$ cat config.mk
export PLATFORM = sky130hd
export DESIGN_NAME = idr_top
export DESIGN_NICKNAME = d
export VERILOG_FILES = /design/src/idr_pkg.sv /design/src/idr_bitsel.sv /design/src/idr_bytemem.sv /design/src/idr_top.sv
export SDC_FILE = /design/constraint.sdc
export NUM_CORES = 2
export LEC_CHECK = 0
export BUFFER_PORTS_ARGS = -buffer_cell sky130_fd_sc_hd__buf_2
export CAP_MARGIN = 40
export CELL_PAD_IN_SITES_DETAIL_PLACEMENT = 0
export CELL_PAD_IN_SITES_GLOBAL_PLACEMENT = 1
export CORE_MARGIN = 4
export CORE_UTILIZATION = 50
export DETAILED_ROUTE_END_ITERATION = 8
export MAX_ROUTING_LAYER = met4
export PLACE_DENSITY_LB_ADDON = 0.1
export SYNTH_ARGS = -nofsm -noshare
export SYNTH_HDL_FRONTEND = slang
export SYNTH_SLANG_ARGS = --single-unit
$ cat constraint.sdc
create_clock -name clk_in -period 15.5 [get_ports clk_in]
set_input_delay 0.775 -clock clk_in [delete_from_list [all_inputs] [get_ports clk_in]]
set_output_delay 0.775 -clock clk_in [all_outputs]
set_load 0.05 [all_outputs]
$ cat src/idr_pkg.sv
// Shared types and constants of the internal data memory block
`default_nettype none
package idr_pkg;
  // ----------------------------------------
  // Address space
  // ----------------------------------------
  localparam int IDR_AW = 8;
  localparam int IDR_DEPTH = 256;
  localparam int IDR_SFR_AW = 7;
  localparam logic [7:0] IDR_UPPER_BASE = 8'h80;
  localparam logic [3:0] IDR_BITRAM_HI = 4'h2;
  localparam logic [2:0] IDR_ZERO3 = 3'h0;
  // ----------------------------------------
  // Reset values and field positions
  // ----------------------------------------
  localparam logic [7:0] IDR_SP_RST = 8'h07;
  localparam logic [7:0] IDR_PSW_RST = 8'h00;
  localparam int IDR_BANK_LO = 3;
  localparam int IDR_BANK_HI = 4;
  localparam logic [7:0] IDR_ONE = 8'h01;
  // ----------------------------------------
  // Request encodings
  // ----------------------------------------
  typedef enum logic [1:0] {
    IDR_CMD_BYTE,
    IDR_CMD_BIT,
    IDR_CMD_STACK
  } idr_cmd_t;
  typedef enum logic [1:0] {
    IDR_AM_DIRECT,
    IDR_AM_INDIRECT,
    IDR_AM_BANKREG
  } idr_mode_t;
  typedef enum logic [2:0] {
    IDR_RT_NONE,
    IDR_RT_RAM,
    IDR_RT_SFR,
    IDR_RT_SP,
    IDR_RT_PSW
  } idr_route_t;
  typedef struct packed {
    logic rd;
    logic wr;
    idr_cmd_t cmd;
    idr_mode_t mode;
    logic [7:0] addr;
    logic [7:0] wdata;
  } idr_req_t;
endpackage : idr_pkg
`default_nettype wire

$ cat src/idr_bitsel.sv
// Bit address decode and single bit insert or extract
`default_nettype none
module idr_bitsel
  import idr_pkg::*;
(
  input wire logic [7:0] bit_addr_in,
  input wire logic [7:0] byte_in,
  input wire logic bit_in,
  output logic [7:0] byte_addr_out,
  output logic bit_out,
  output logic [7:0] byte_out
);
  // ----------------------------------------
  // Decode
  // ----------------------------------------
  logic [2:0] idx;
  logic [7:0] mask;
  assign idx = bit_addr_in[2:0];
  assign mask = IDR_ONE << idx;
  // High bits only reach SPECIAL_FUNCTION_SPACE bytes ending 0H or 8H
  assign byte_addr_out = bit_addr_in[7] ? {bit_addr_in[7:3], IDR_ZERO3}
                                        : {IDR_BITRAM_HI, bit_addr_in[6:3]};
  assign bit_out = byte_in[idx];
  assign byte_out = bit_in ? (byte_in | mask) : (byte_in & ~mask);
endmodule : idr_bitsel
`default_nettype wire

$ cat src/idr_bytemem.sv
// Byte array with combinational read and clocked write
`default_nettype none
module idr_bytemem #(
  parameter int AW = 8
) (
  input wire logic clk_in,
  input wire logic we_in,
  input wire logic [AW-1:0] waddr_in,
  input wire logic [7:0] wdata_in,
  input wire logic [AW-1:0] raddr_in,
  output logic [7:0] rdata_out
);
  // ----------------------------------------
  // Storage
  // ----------------------------------------
  // No reset: contents are undefined until written
  logic [7:0] mem_r [0:(1<<AW)-1];

  assign rdata_out = mem_r[raddr_in];

  always_ff @(posedge clk_in) begin
    if (we_in) begin
      mem_r[waddr_in] <= wdata_in;
    end
  end
endmodule : idr_bytemem
`default_nettype wire

$ cat src/idr_top.sv
// Internal data memory: lower and upper RAM, SPECIAL_FUNCTION_SPACE store, banks, bits, stack
//
// Function
// - Data addresses are 8 bits; 256 byte locations apart from code.
// - Direct access above 7FH goes to the SPECIAL_FUNCTION_SPACE space only.
// - Indirect access above 7FH goes to upper 128 RAM bytes.
// - SPECIAL_FUNCTION_SPACE space and upper RAM are separate stores.
// - SPECIAL_FUNCTION_SPACE bit access only at addresses ending 0H or 8H.
// - Lowest 32 bytes are 4 banks of 8 registers.
// - Status word bits 3 and 4 select the active bank.
// - Bytes 20H-2FH hold bit addresses 00H-7FH, LSB first.
// - Lower half direct or indirect; upper half indirect only.
// - Stack pointer resets to 07H and is writable.
// - Push increments the pointer, then writes.
// - Pop reads, then decrements the pointer.
// - Stack may sit anywhere in 256 bytes; holds return addresses.
`default_nettype none
module idr_top
  import idr_pkg::*;
#(
  // Direct addresses of the two SFRs kept in this block
  parameter logic [7:0] SP_SFR_ADDR = 8'h81,
  parameter logic [7:0] PSW_SFR_ADDR = 8'hd0
) (
  input wire logic clk_in,
  input wire logic nrst_in,
  input wire idr_req_t req_in,
  input wire logic wrap_clr_in,
  output logic [7:0] rdata_out,
  output logic [7:0] stack_pointer_out,
  output logic [7:0] program_status_word_out,
  output logic [1:0] bank_out,
  output idr_route_t route_out,
  output logic stack_wrap_out
);
  // ----------------------------------------
  // State
  // ----------------------------------------
  logic [7:0] sp_r;
  logic [7:0] sp_nxt;
  logic [7:0] psw_r;
  logic [7:0] psw_nxt;
  logic [7:0] rdata_r;
  logic [7:0] rdata_nxt;
  logic [1:0] bank_r;
  idr_route_t route_r;
  idr_route_t route_nxt;
  logic wrap_r;
  logic wrap_nxt;

  // ----------------------------------------
  // Request decode
  // ----------------------------------------
  logic do_rd;
  logic do_wr;
  logic any_op;
  logic is_byte;
  logic is_bit;
  logic is_stack;
  logic is_direct;
  logic is_indirect;
  logic is_bankreg;
  logic push_op;
  logic pop_op;

  // Read wins if a master ever raises both strobes
  assign do_rd = req_in.rd;
  assign do_wr = req_in.wr & ~req_in.rd;
  assign any_op = do_rd | do_wr;
  assign is_byte = (req_in.cmd == IDR_CMD_BYTE);
  assign is_bit = (req_in.cmd == IDR_CMD_BIT);
  assign is_stack = (req_in.cmd == IDR_CMD_STACK);
  assign is_direct = (req_in.mode == IDR_AM_DIRECT);
  assign is_indirect = (req_in.mode == IDR_AM_INDIRECT);
  assign is_bankreg = (req_in.mode == IDR_AM_BANKREG);
  assign push_op = is_stack & do_wr;
  assign pop_op = is_stack & do_rd;

  // ----------------------------------------
  // Address generation
  // ----------------------------------------
  logic [7:0] bank_addr;
  logic [7:0] byte_addr;
  logic [7:0] bit_byte_addr;
  logic [7:0] sp_inc;
  logic [7:0] sp_dec;
  logic [7:0] stack_addr;
  logic [7:0] tgt_addr;

  // Register number inside a bank of eight
  // Bank from status word bits 4:3
  assign bank_addr = {IDR_ZERO3, bank_r, req_in.addr[2:0]};
  // Full 8-bit address for byte access
  assign byte_addr = is_bankreg ? bank_addr : req_in.addr;
  assign sp_inc = sp_r + IDR_ONE;
  assign sp_dec = sp_r - IDR_ONE;
  assign stack_addr = push_op ? sp_inc : sp_r;
  assign tgt_addr = is_stack ? stack_addr
                  : is_bit ? bit_byte_addr
                  : byte_addr;

  // ----------------------------------------
  // Space routing
  // ----------------------------------------
  logic upper_half;
  logic to_sfr;
  logic to_ram;
  logic hit_sp;
  logic hit_psw;
  logic hit_sfr_mem;

  assign upper_half = (tgt_addr >= IDR_UPPER_BASE);
  // Direct upper addresses go to SPECIAL_FUNCTION_SPACE space
  // Indirect upper addresses go to upper RAM
  // Upper RAM is never reached by direct byte or bit requests; stack requests in direct mode do reach it
  // Stack always addresses RAM, any location
  assign to_sfr = upper_half & ~is_stack & (is_bit | (is_byte & is_direct));
  assign to_ram = ~to_sfr;
  assign hit_sp = to_sfr & (tgt_addr == SP_SFR_ADDR);
  assign hit_psw = to_sfr & (tgt_addr == PSW_SFR_ADDR);
  assign hit_sfr_mem = to_sfr & ~hit_sp & ~hit_psw;

  // ----------------------------------------
  // Storage
  // ----------------------------------------
  logic [7:0] ram_rdata;
  logic [7:0] sfr_rdata;
  logic [7:0] wr_byte;
  logic ram_we;
  logic sfr_we;

  // Upper RAM and SPECIAL_FUNCTION_SPACE bytes live in separate arrays
  assign ram_we = do_wr & to_ram;
  assign sfr_we = do_wr & hit_sfr_mem;

  idr_bytemem #(
    .AW(IDR_AW)
  ) u_ram (
    .clk_in(clk_in),
    .we_in(ram_we),
    .waddr_in(tgt_addr),
    .wdata_in(wr_byte),
    .raddr_in(tgt_addr),
    .rdata_out(ram_rdata)
  );

  idr_bytemem #(
    .AW(IDR_SFR_AW)
  ) u_sfr (
    .clk_in(clk_in),
    .we_in(sfr_we),
    .waddr_in(tgt_addr[IDR_SFR_AW-1:0]),
    .wdata_in(wr_byte),
    .raddr_in(tgt_addr[IDR_SFR_AW-1:0]),
    .rdata_out(sfr_rdata)
  );

  // ----------------------------------------
  // Current byte and bit handling
  // ----------------------------------------
  logic [7:0] sfr_byte;
  logic [7:0] cur_byte;
  logic cur_bit;
  logic [7:0] bit_merged;

  assign sfr_byte = hit_sp ? sp_r
                  : hit_psw ? psw_r
                  : sfr_rdata;
  assign cur_byte = to_sfr ? sfr_byte : ram_rdata;

  // Bit ops reach only bit-addressable bytes
  idr_bitsel u_bitsel (
    .bit_addr_in(req_in.addr),
    .byte_in(cur_byte),
    .bit_in(req_in.wdata[0]),
    .byte_addr_out(bit_byte_addr),
    .bit_out(cur_bit),
    .byte_out(bit_merged)
  );

  // Bit writes are read-modify-write within one cycle
  assign wr_byte = is_bit ? bit_merged : req_in.wdata;

  // ----------------------------------------
  // Next state
  // ----------------------------------------
  logic sp_wr;
  logic psw_wr;

  assign sp_wr = do_wr & hit_sp;
  assign psw_wr = do_wr & hit_psw;

  // Push increments pointer with the write
  assign sp_nxt = sp_wr ? wr_byte
                : push_op ? sp_inc
                : pop_op ? sp_dec
                : sp_r;
  assign psw_nxt = psw_wr ? wr_byte : psw_r;
  assign rdata_nxt = is_bit ? {7'h00, cur_bit} : cur_byte;

  assign route_nxt = ~any_op ? IDR_RT_NONE
                   : hit_sp ? IDR_RT_SP
                   : hit_psw ? IDR_RT_PSW
                   : to_sfr ? IDR_RT_SFR
                   : IDR_RT_RAM;

  // Wrap flag: set by a push from FFH or a pop from 00H
  // A set in the clear cycle wins so no wrap is lost
  logic wrap_evt;
  assign wrap_evt = (push_op & (sp_r == 8'hff)) | (pop_op & (sp_r == 8'h00));
  assign wrap_nxt = wrap_evt | (wrap_r & ~wrap_clr_in);

  // ----------------------------------------
  // Registers
  // ----------------------------------------
  // Pointer reset value
  always_ff @(posedge clk_in or negedge nrst_in) begin
    if (!nrst_in) begin
      sp_r <= IDR_SP_RST;
    end else begin
      sp_r <= sp_nxt;
    end
  end

  // Bank copy tracks status word bits 4:3
  always_ff @(posedge clk_in or negedge nrst_in) begin
    if (!nrst_in) begin
      psw_r <= IDR_PSW_RST;
      bank_r <= IDR_PSW_RST[IDR_BANK_HI:IDR_BANK_LO];
    end else begin
      psw_r <= psw_nxt;
      bank_r <= psw_nxt[IDR_BANK_HI:IDR_BANK_LO];
    end
  end

  // Read data stands only in the cycle after the read strobe
  always_ff @(posedge clk_in or negedge nrst_in) begin
    if (!nrst_in) begin
      rdata_r <= 8'h00;
    end else if (do_rd) begin
      rdata_r <= rdata_nxt;
    end else begin
      rdata_r <= 8'h00;
    end
  end

  always_ff @(posedge clk_in or negedge nrst_in) begin
    if (!nrst_in) begin
      route_r <= IDR_RT_NONE;
      wrap_r <= 1'b0;
    end else begin
      route_r <= route_nxt;
      wrap_r <= wrap_nxt;
    end
  end

  // ----------------------------------------
  // Outputs
  // ----------------------------------------
  // Return-address byte order is the core's; pointer only counts
  assign rdata_out = rdata_r;
  assign stack_pointer_out = sp_r;
  assign program_status_word_out = psw_r;
  assign bank_out = bank_r;
  assign route_out = route_r;
  assign stack_wrap_out = wrap_r;
endmodule : idr_top
`default_nettype wire

==> impl_metrics.json <==
{
  "seqPwrFrac_pct": 46.9,
  "cts_tree": "built",
  "max-slew-margin-rel_pct": 6.60,
  "syn_inst": 7120,
  "fin_crit_sh_pct": 60.4,
  "synth_area_mm2": 0.124,
  "synth.most_common_cell": "edfxtp_1",
  "finalNetCount": 7574,
  "grt_start_max_net_pins": 241,
  "synth_compound_area_share_pct": 4.69,
  "die-area_mm2": 0.255,
  "synth-xor-area-share_pct": 0.0628,
  "die_w_um": 505,
  "rr_endpoint": "u_ram.mem_r[184][5]",
  "numClockSinks": 3100,
  "hold_depth": 4,
  "yosysTopAreaCell": "edfxtp_1",
  "p_comb_share_pct": 15.9,
  "htree_num_levels": 5,
  "crit_path_end_kind": "flip-flop",
  "drc": 0,
  "setup_viol": 0,
  "hold_viol": 0,
  "post_drt_wl_per_cell_um": 36.4,
  "grt_pass1_vias": 69400,
  "clk_pin_slew_ns": 0.06,
  "worstSetupStartpointType": "flip-flop",
  "ys_warn_count": 0,
  "avgSynthCellArea_um2": 17.4,
  "swShare_pct": 27.4,
  "cts_buffers": 339,
  "ant_nets": 0,
  "routed_via_density": 6.55,
  "synth_top_area_share_pct": 74.7,
  "row_count": 182,
  "synth_adder_area_share_pct": 0.0506,
  "maxCapViolCount": 0,
  "vdd.ir_drop.worst_v": 0.000104,
  "ctsResizeCount": 0,
  "worstHoldEndpoint": "stack_wrap_out",
  "critPathMaxFanout": 83,
  "area_growth_pct": 13.2,
  "place_area_mm2": 0.130,
  "r2r_cells": 18,
  "reg2reg_from": "stack_pointer_out[1]",
  "p_clk_share_pct": 37.2,
  "die_h_um": 505,
  "slew_violations": 0,
  "drt_iter0_drc": 9955,
  "drt_pre_antenna_iters": 6,
  "grt_pass1_wl_um": 558000,
  "p_sw_mw": 5.60,
  "rsz0062_at_grt": "false",
  "initial_core_util_pct": 50.2,
  "intPower_mw": 14.8,
  "synth_common_cells": "3,072 x edfxtp_1, 889 x nand2_1, 525 x nor2_1, 473 x mux4_2, 359 x nand3_1",
  "min-delay-start": "wrap_clr_in",
  "io_pins": 55,
  "leakage_nw": 44.9,
  "ys_types": 115,
  "synth_edf_count": 3072,
  "final.fill_count": 19000,
  "routed_wl_um": 401000,
  "fmax_ghz": 0.107,
  "setup_tns_ns": 0,
  "r2r_slack_ns": 6.14,
  "cts_buffer_depth": 4,
  "yosys_most_used_dff": "edfxtp_1",
  "async_reset_ff_share_pct": 0.903,
  "port_buffers": 54,
  "antenna_found_initial": 17,
  "clk_root_buffer_cell": "clkbuf_16",
  "tightest_slew_ns": 1.40,
  "arrival_ns": 9.94,
  "num_vias": 72200,
  "power_density_mw_per_mm2": 146,
  "clock_latency_ns": 0.96,
  "grt_usage_pct": 32.0,
  "period_minus_slack_ns": 9.36,
  "overflow": 0,
  "place.gp.congestion": 0.966,
  "yosysSeqAreaShare_pct": 75.2,
  "synthSimpleGateAreaFrac_pct": 7.16,
  "synthTopCellsByArea": "edfxtp_1 75%, mux4_2 8.6%, nand2_1 2.7%",
  "outcome": "finished clean",
  "cp.required_ns": 16.09,
  "hold_class": "input port to flip-flop",
  "core_mm2": 0.246,
  "clock_skew_ns": 0.0602,
  "ys_ff_latch": 3100,
  "design_area_mm2": 0.140,
  "place_hpwl_um": 246000,
  "drive_gt1_share_pct": 20.4,
  "synth_top_family_by_area": "multiplexers",
  "criticalPathCategory": "flip-flop to flip-flop",
  "synthMuxAreaShare_pct": 10.5
}
## worst max-delay path by stage
stage	startpoint	end
after floorplan	req_in[21]	u_ram.mem_r[0][2]
after global placement	req_in[19]	u_ram.mem_r[178][5]
after detailed placement	req_in[19]	u_ram.mem_r[186][5]
after CTS	stack_pointer_out[1]	u_ram.mem_r[128][5]
after global routing	stack_pointer_out[1]	u_ram.mem_r[171][5]
final	stack_pointer_out[1]	u_ram.mem_r[184][5]
## placed cells by master, fill, tap and decap left out, types with 21 or more instances in the layout
cell type  synthesis  final
a32oi_1           36     36
and3_1            40     39
nor2_1           525    517
dfrtp_1           25     25
o211ai_1          35     35
buf_12             3     25
a211oi_1          44     43
buf_4             73    395
clkbuf_1         103     81
clkinv_2           0     52
buf_2            196     66
o221ai_1          48     48
buf_6             52     21
mux2_2            48     48
nand4_1           42     42
a221oi_1          24     24
nand3_1          359    357
a22oi_1           79     79
inv_1             24     22
edfxtp_1        3072   3072
clkinv_1           0     67
mux2i_1          174    173
a31oi_1           60     59
or3_1             22     22
nor3_1            64     60
mux4_2           473    473
a311oi_1          35     35
o22ai_1           71     70
nand2_1          889    868
a21oi_1          118    114
o21ai_0           69     68
clkbuf_16          0    345
## layer usage
metal | wire (µm) | share of wire [%] | track usage (%)
met1 | 157000 | 39 | 43.7
met4 | 20400 | 5.1 | 13.3
met5 | 0 | 0 | -
met2 | 185000 | 46 | 47.5
met3 | 38500 | 9.6 | 6.26
## cell families (layout without fill, tap and decap cells)
family / Yosys count / count (layout)
buffers and inverters: 481 / 1132
adders and majority gates: 5 / 5
AOI/OAI and AO/OA: 791 / 791
xor gates and xnor gates: 8 / 8
DFF: 3100 / 3100
and+or+nand+nor: 2036 / 2036
muxes: 698 / 698
other: 1 / 35
## final cells by class
type                       instances  area (µm²)  share of cell area (%)
inverter                          24         105                  0.0752
clock buffer                     428        8960                    6.41
clock inverter                   155        1250                   0.891
multi-input combinational       3554       28100                    20.1
timing repair buffer             525        4380                    3.13
sequential                      3100       93000                    66.5
tap                             3220        4030                    2.88
antenna                           19        47.5                  0.0340
## repair_timing
action | in CTS | in global routing
hold buffers | 1 | 0
hold endpoints to repair | 25 | 0
setup buffers | 0 | 0
## sequential cells by signal (all words and copies together), names as in the netlist
register,flops
rdata_out,8
stack_pointer_out,8
u_ram.mem_r,2048
route_out,3
stack_wrap_out,1
u_sfr.mem_r,1024
program_status_word_out,8
## critical path, cell delays in order (launching register included)
cell and delay (ns):
dfstp_2 0.65, ha_1 0.23, and3b_1 0.29, mux2_4 0.43, nor2_8 0.44, buf_12 0.41
buf_4 0.55, buf_4 0.50, mux4_2 0.28, nor3_1 0.05, a211oi_2 0.62, nor3_1 0.09
nor3_1 0.64, a211oi_1 0.23, nor4_2 0.85, nand2_1 0.25, a21oi_4 0.72, buf_4 0.65
buf_4 0.82
## power by group through the flow
| stage | clock network, mW | logic (mW) | registers (mW) |
|---|---|---|---|
| after floorplan | 0 | 1.76 | 9.92 |
| after detailed placement | 0 | 3.21 | 9.73 |
| final | 7.59 | 3.25 | 9.56 |
| after global placement | 0 | 3.14 | 9.74 |
| after global routing | 8.03 | 3.36 | 9.56 |
| after CTS | 7.68 | 3.22 | 9.56 |
## stage by stage
| step | std cells | worst slack [ns] | hold slack, ns | utilization (%) | power (mW) |
|---|---|---|---|---|---|
| 2_1_floorplan | 7135 | 0.567 | 0.479 | - | 11.7 |
| 3_3_place_gp | 10200 | 5.87 | 0.471 | 51.8 | 12.9 |
| 3_5_place_dp | 10400 | 5.72 | 0.492 | 52.7 | 12.9 |
| 4_1_cts | 11000 | 6.35 | 0.0910 | 56.8 | 20.5 |
| 5_1_grt | 11000 | 6.09 | 0.144 | 56.8 | 20.9 |
| 6_report | 11000 | 6.14 | 0.143 | 56.9 | 20.4 |
No activity file was read; power rests on OpenSTA's default activity.
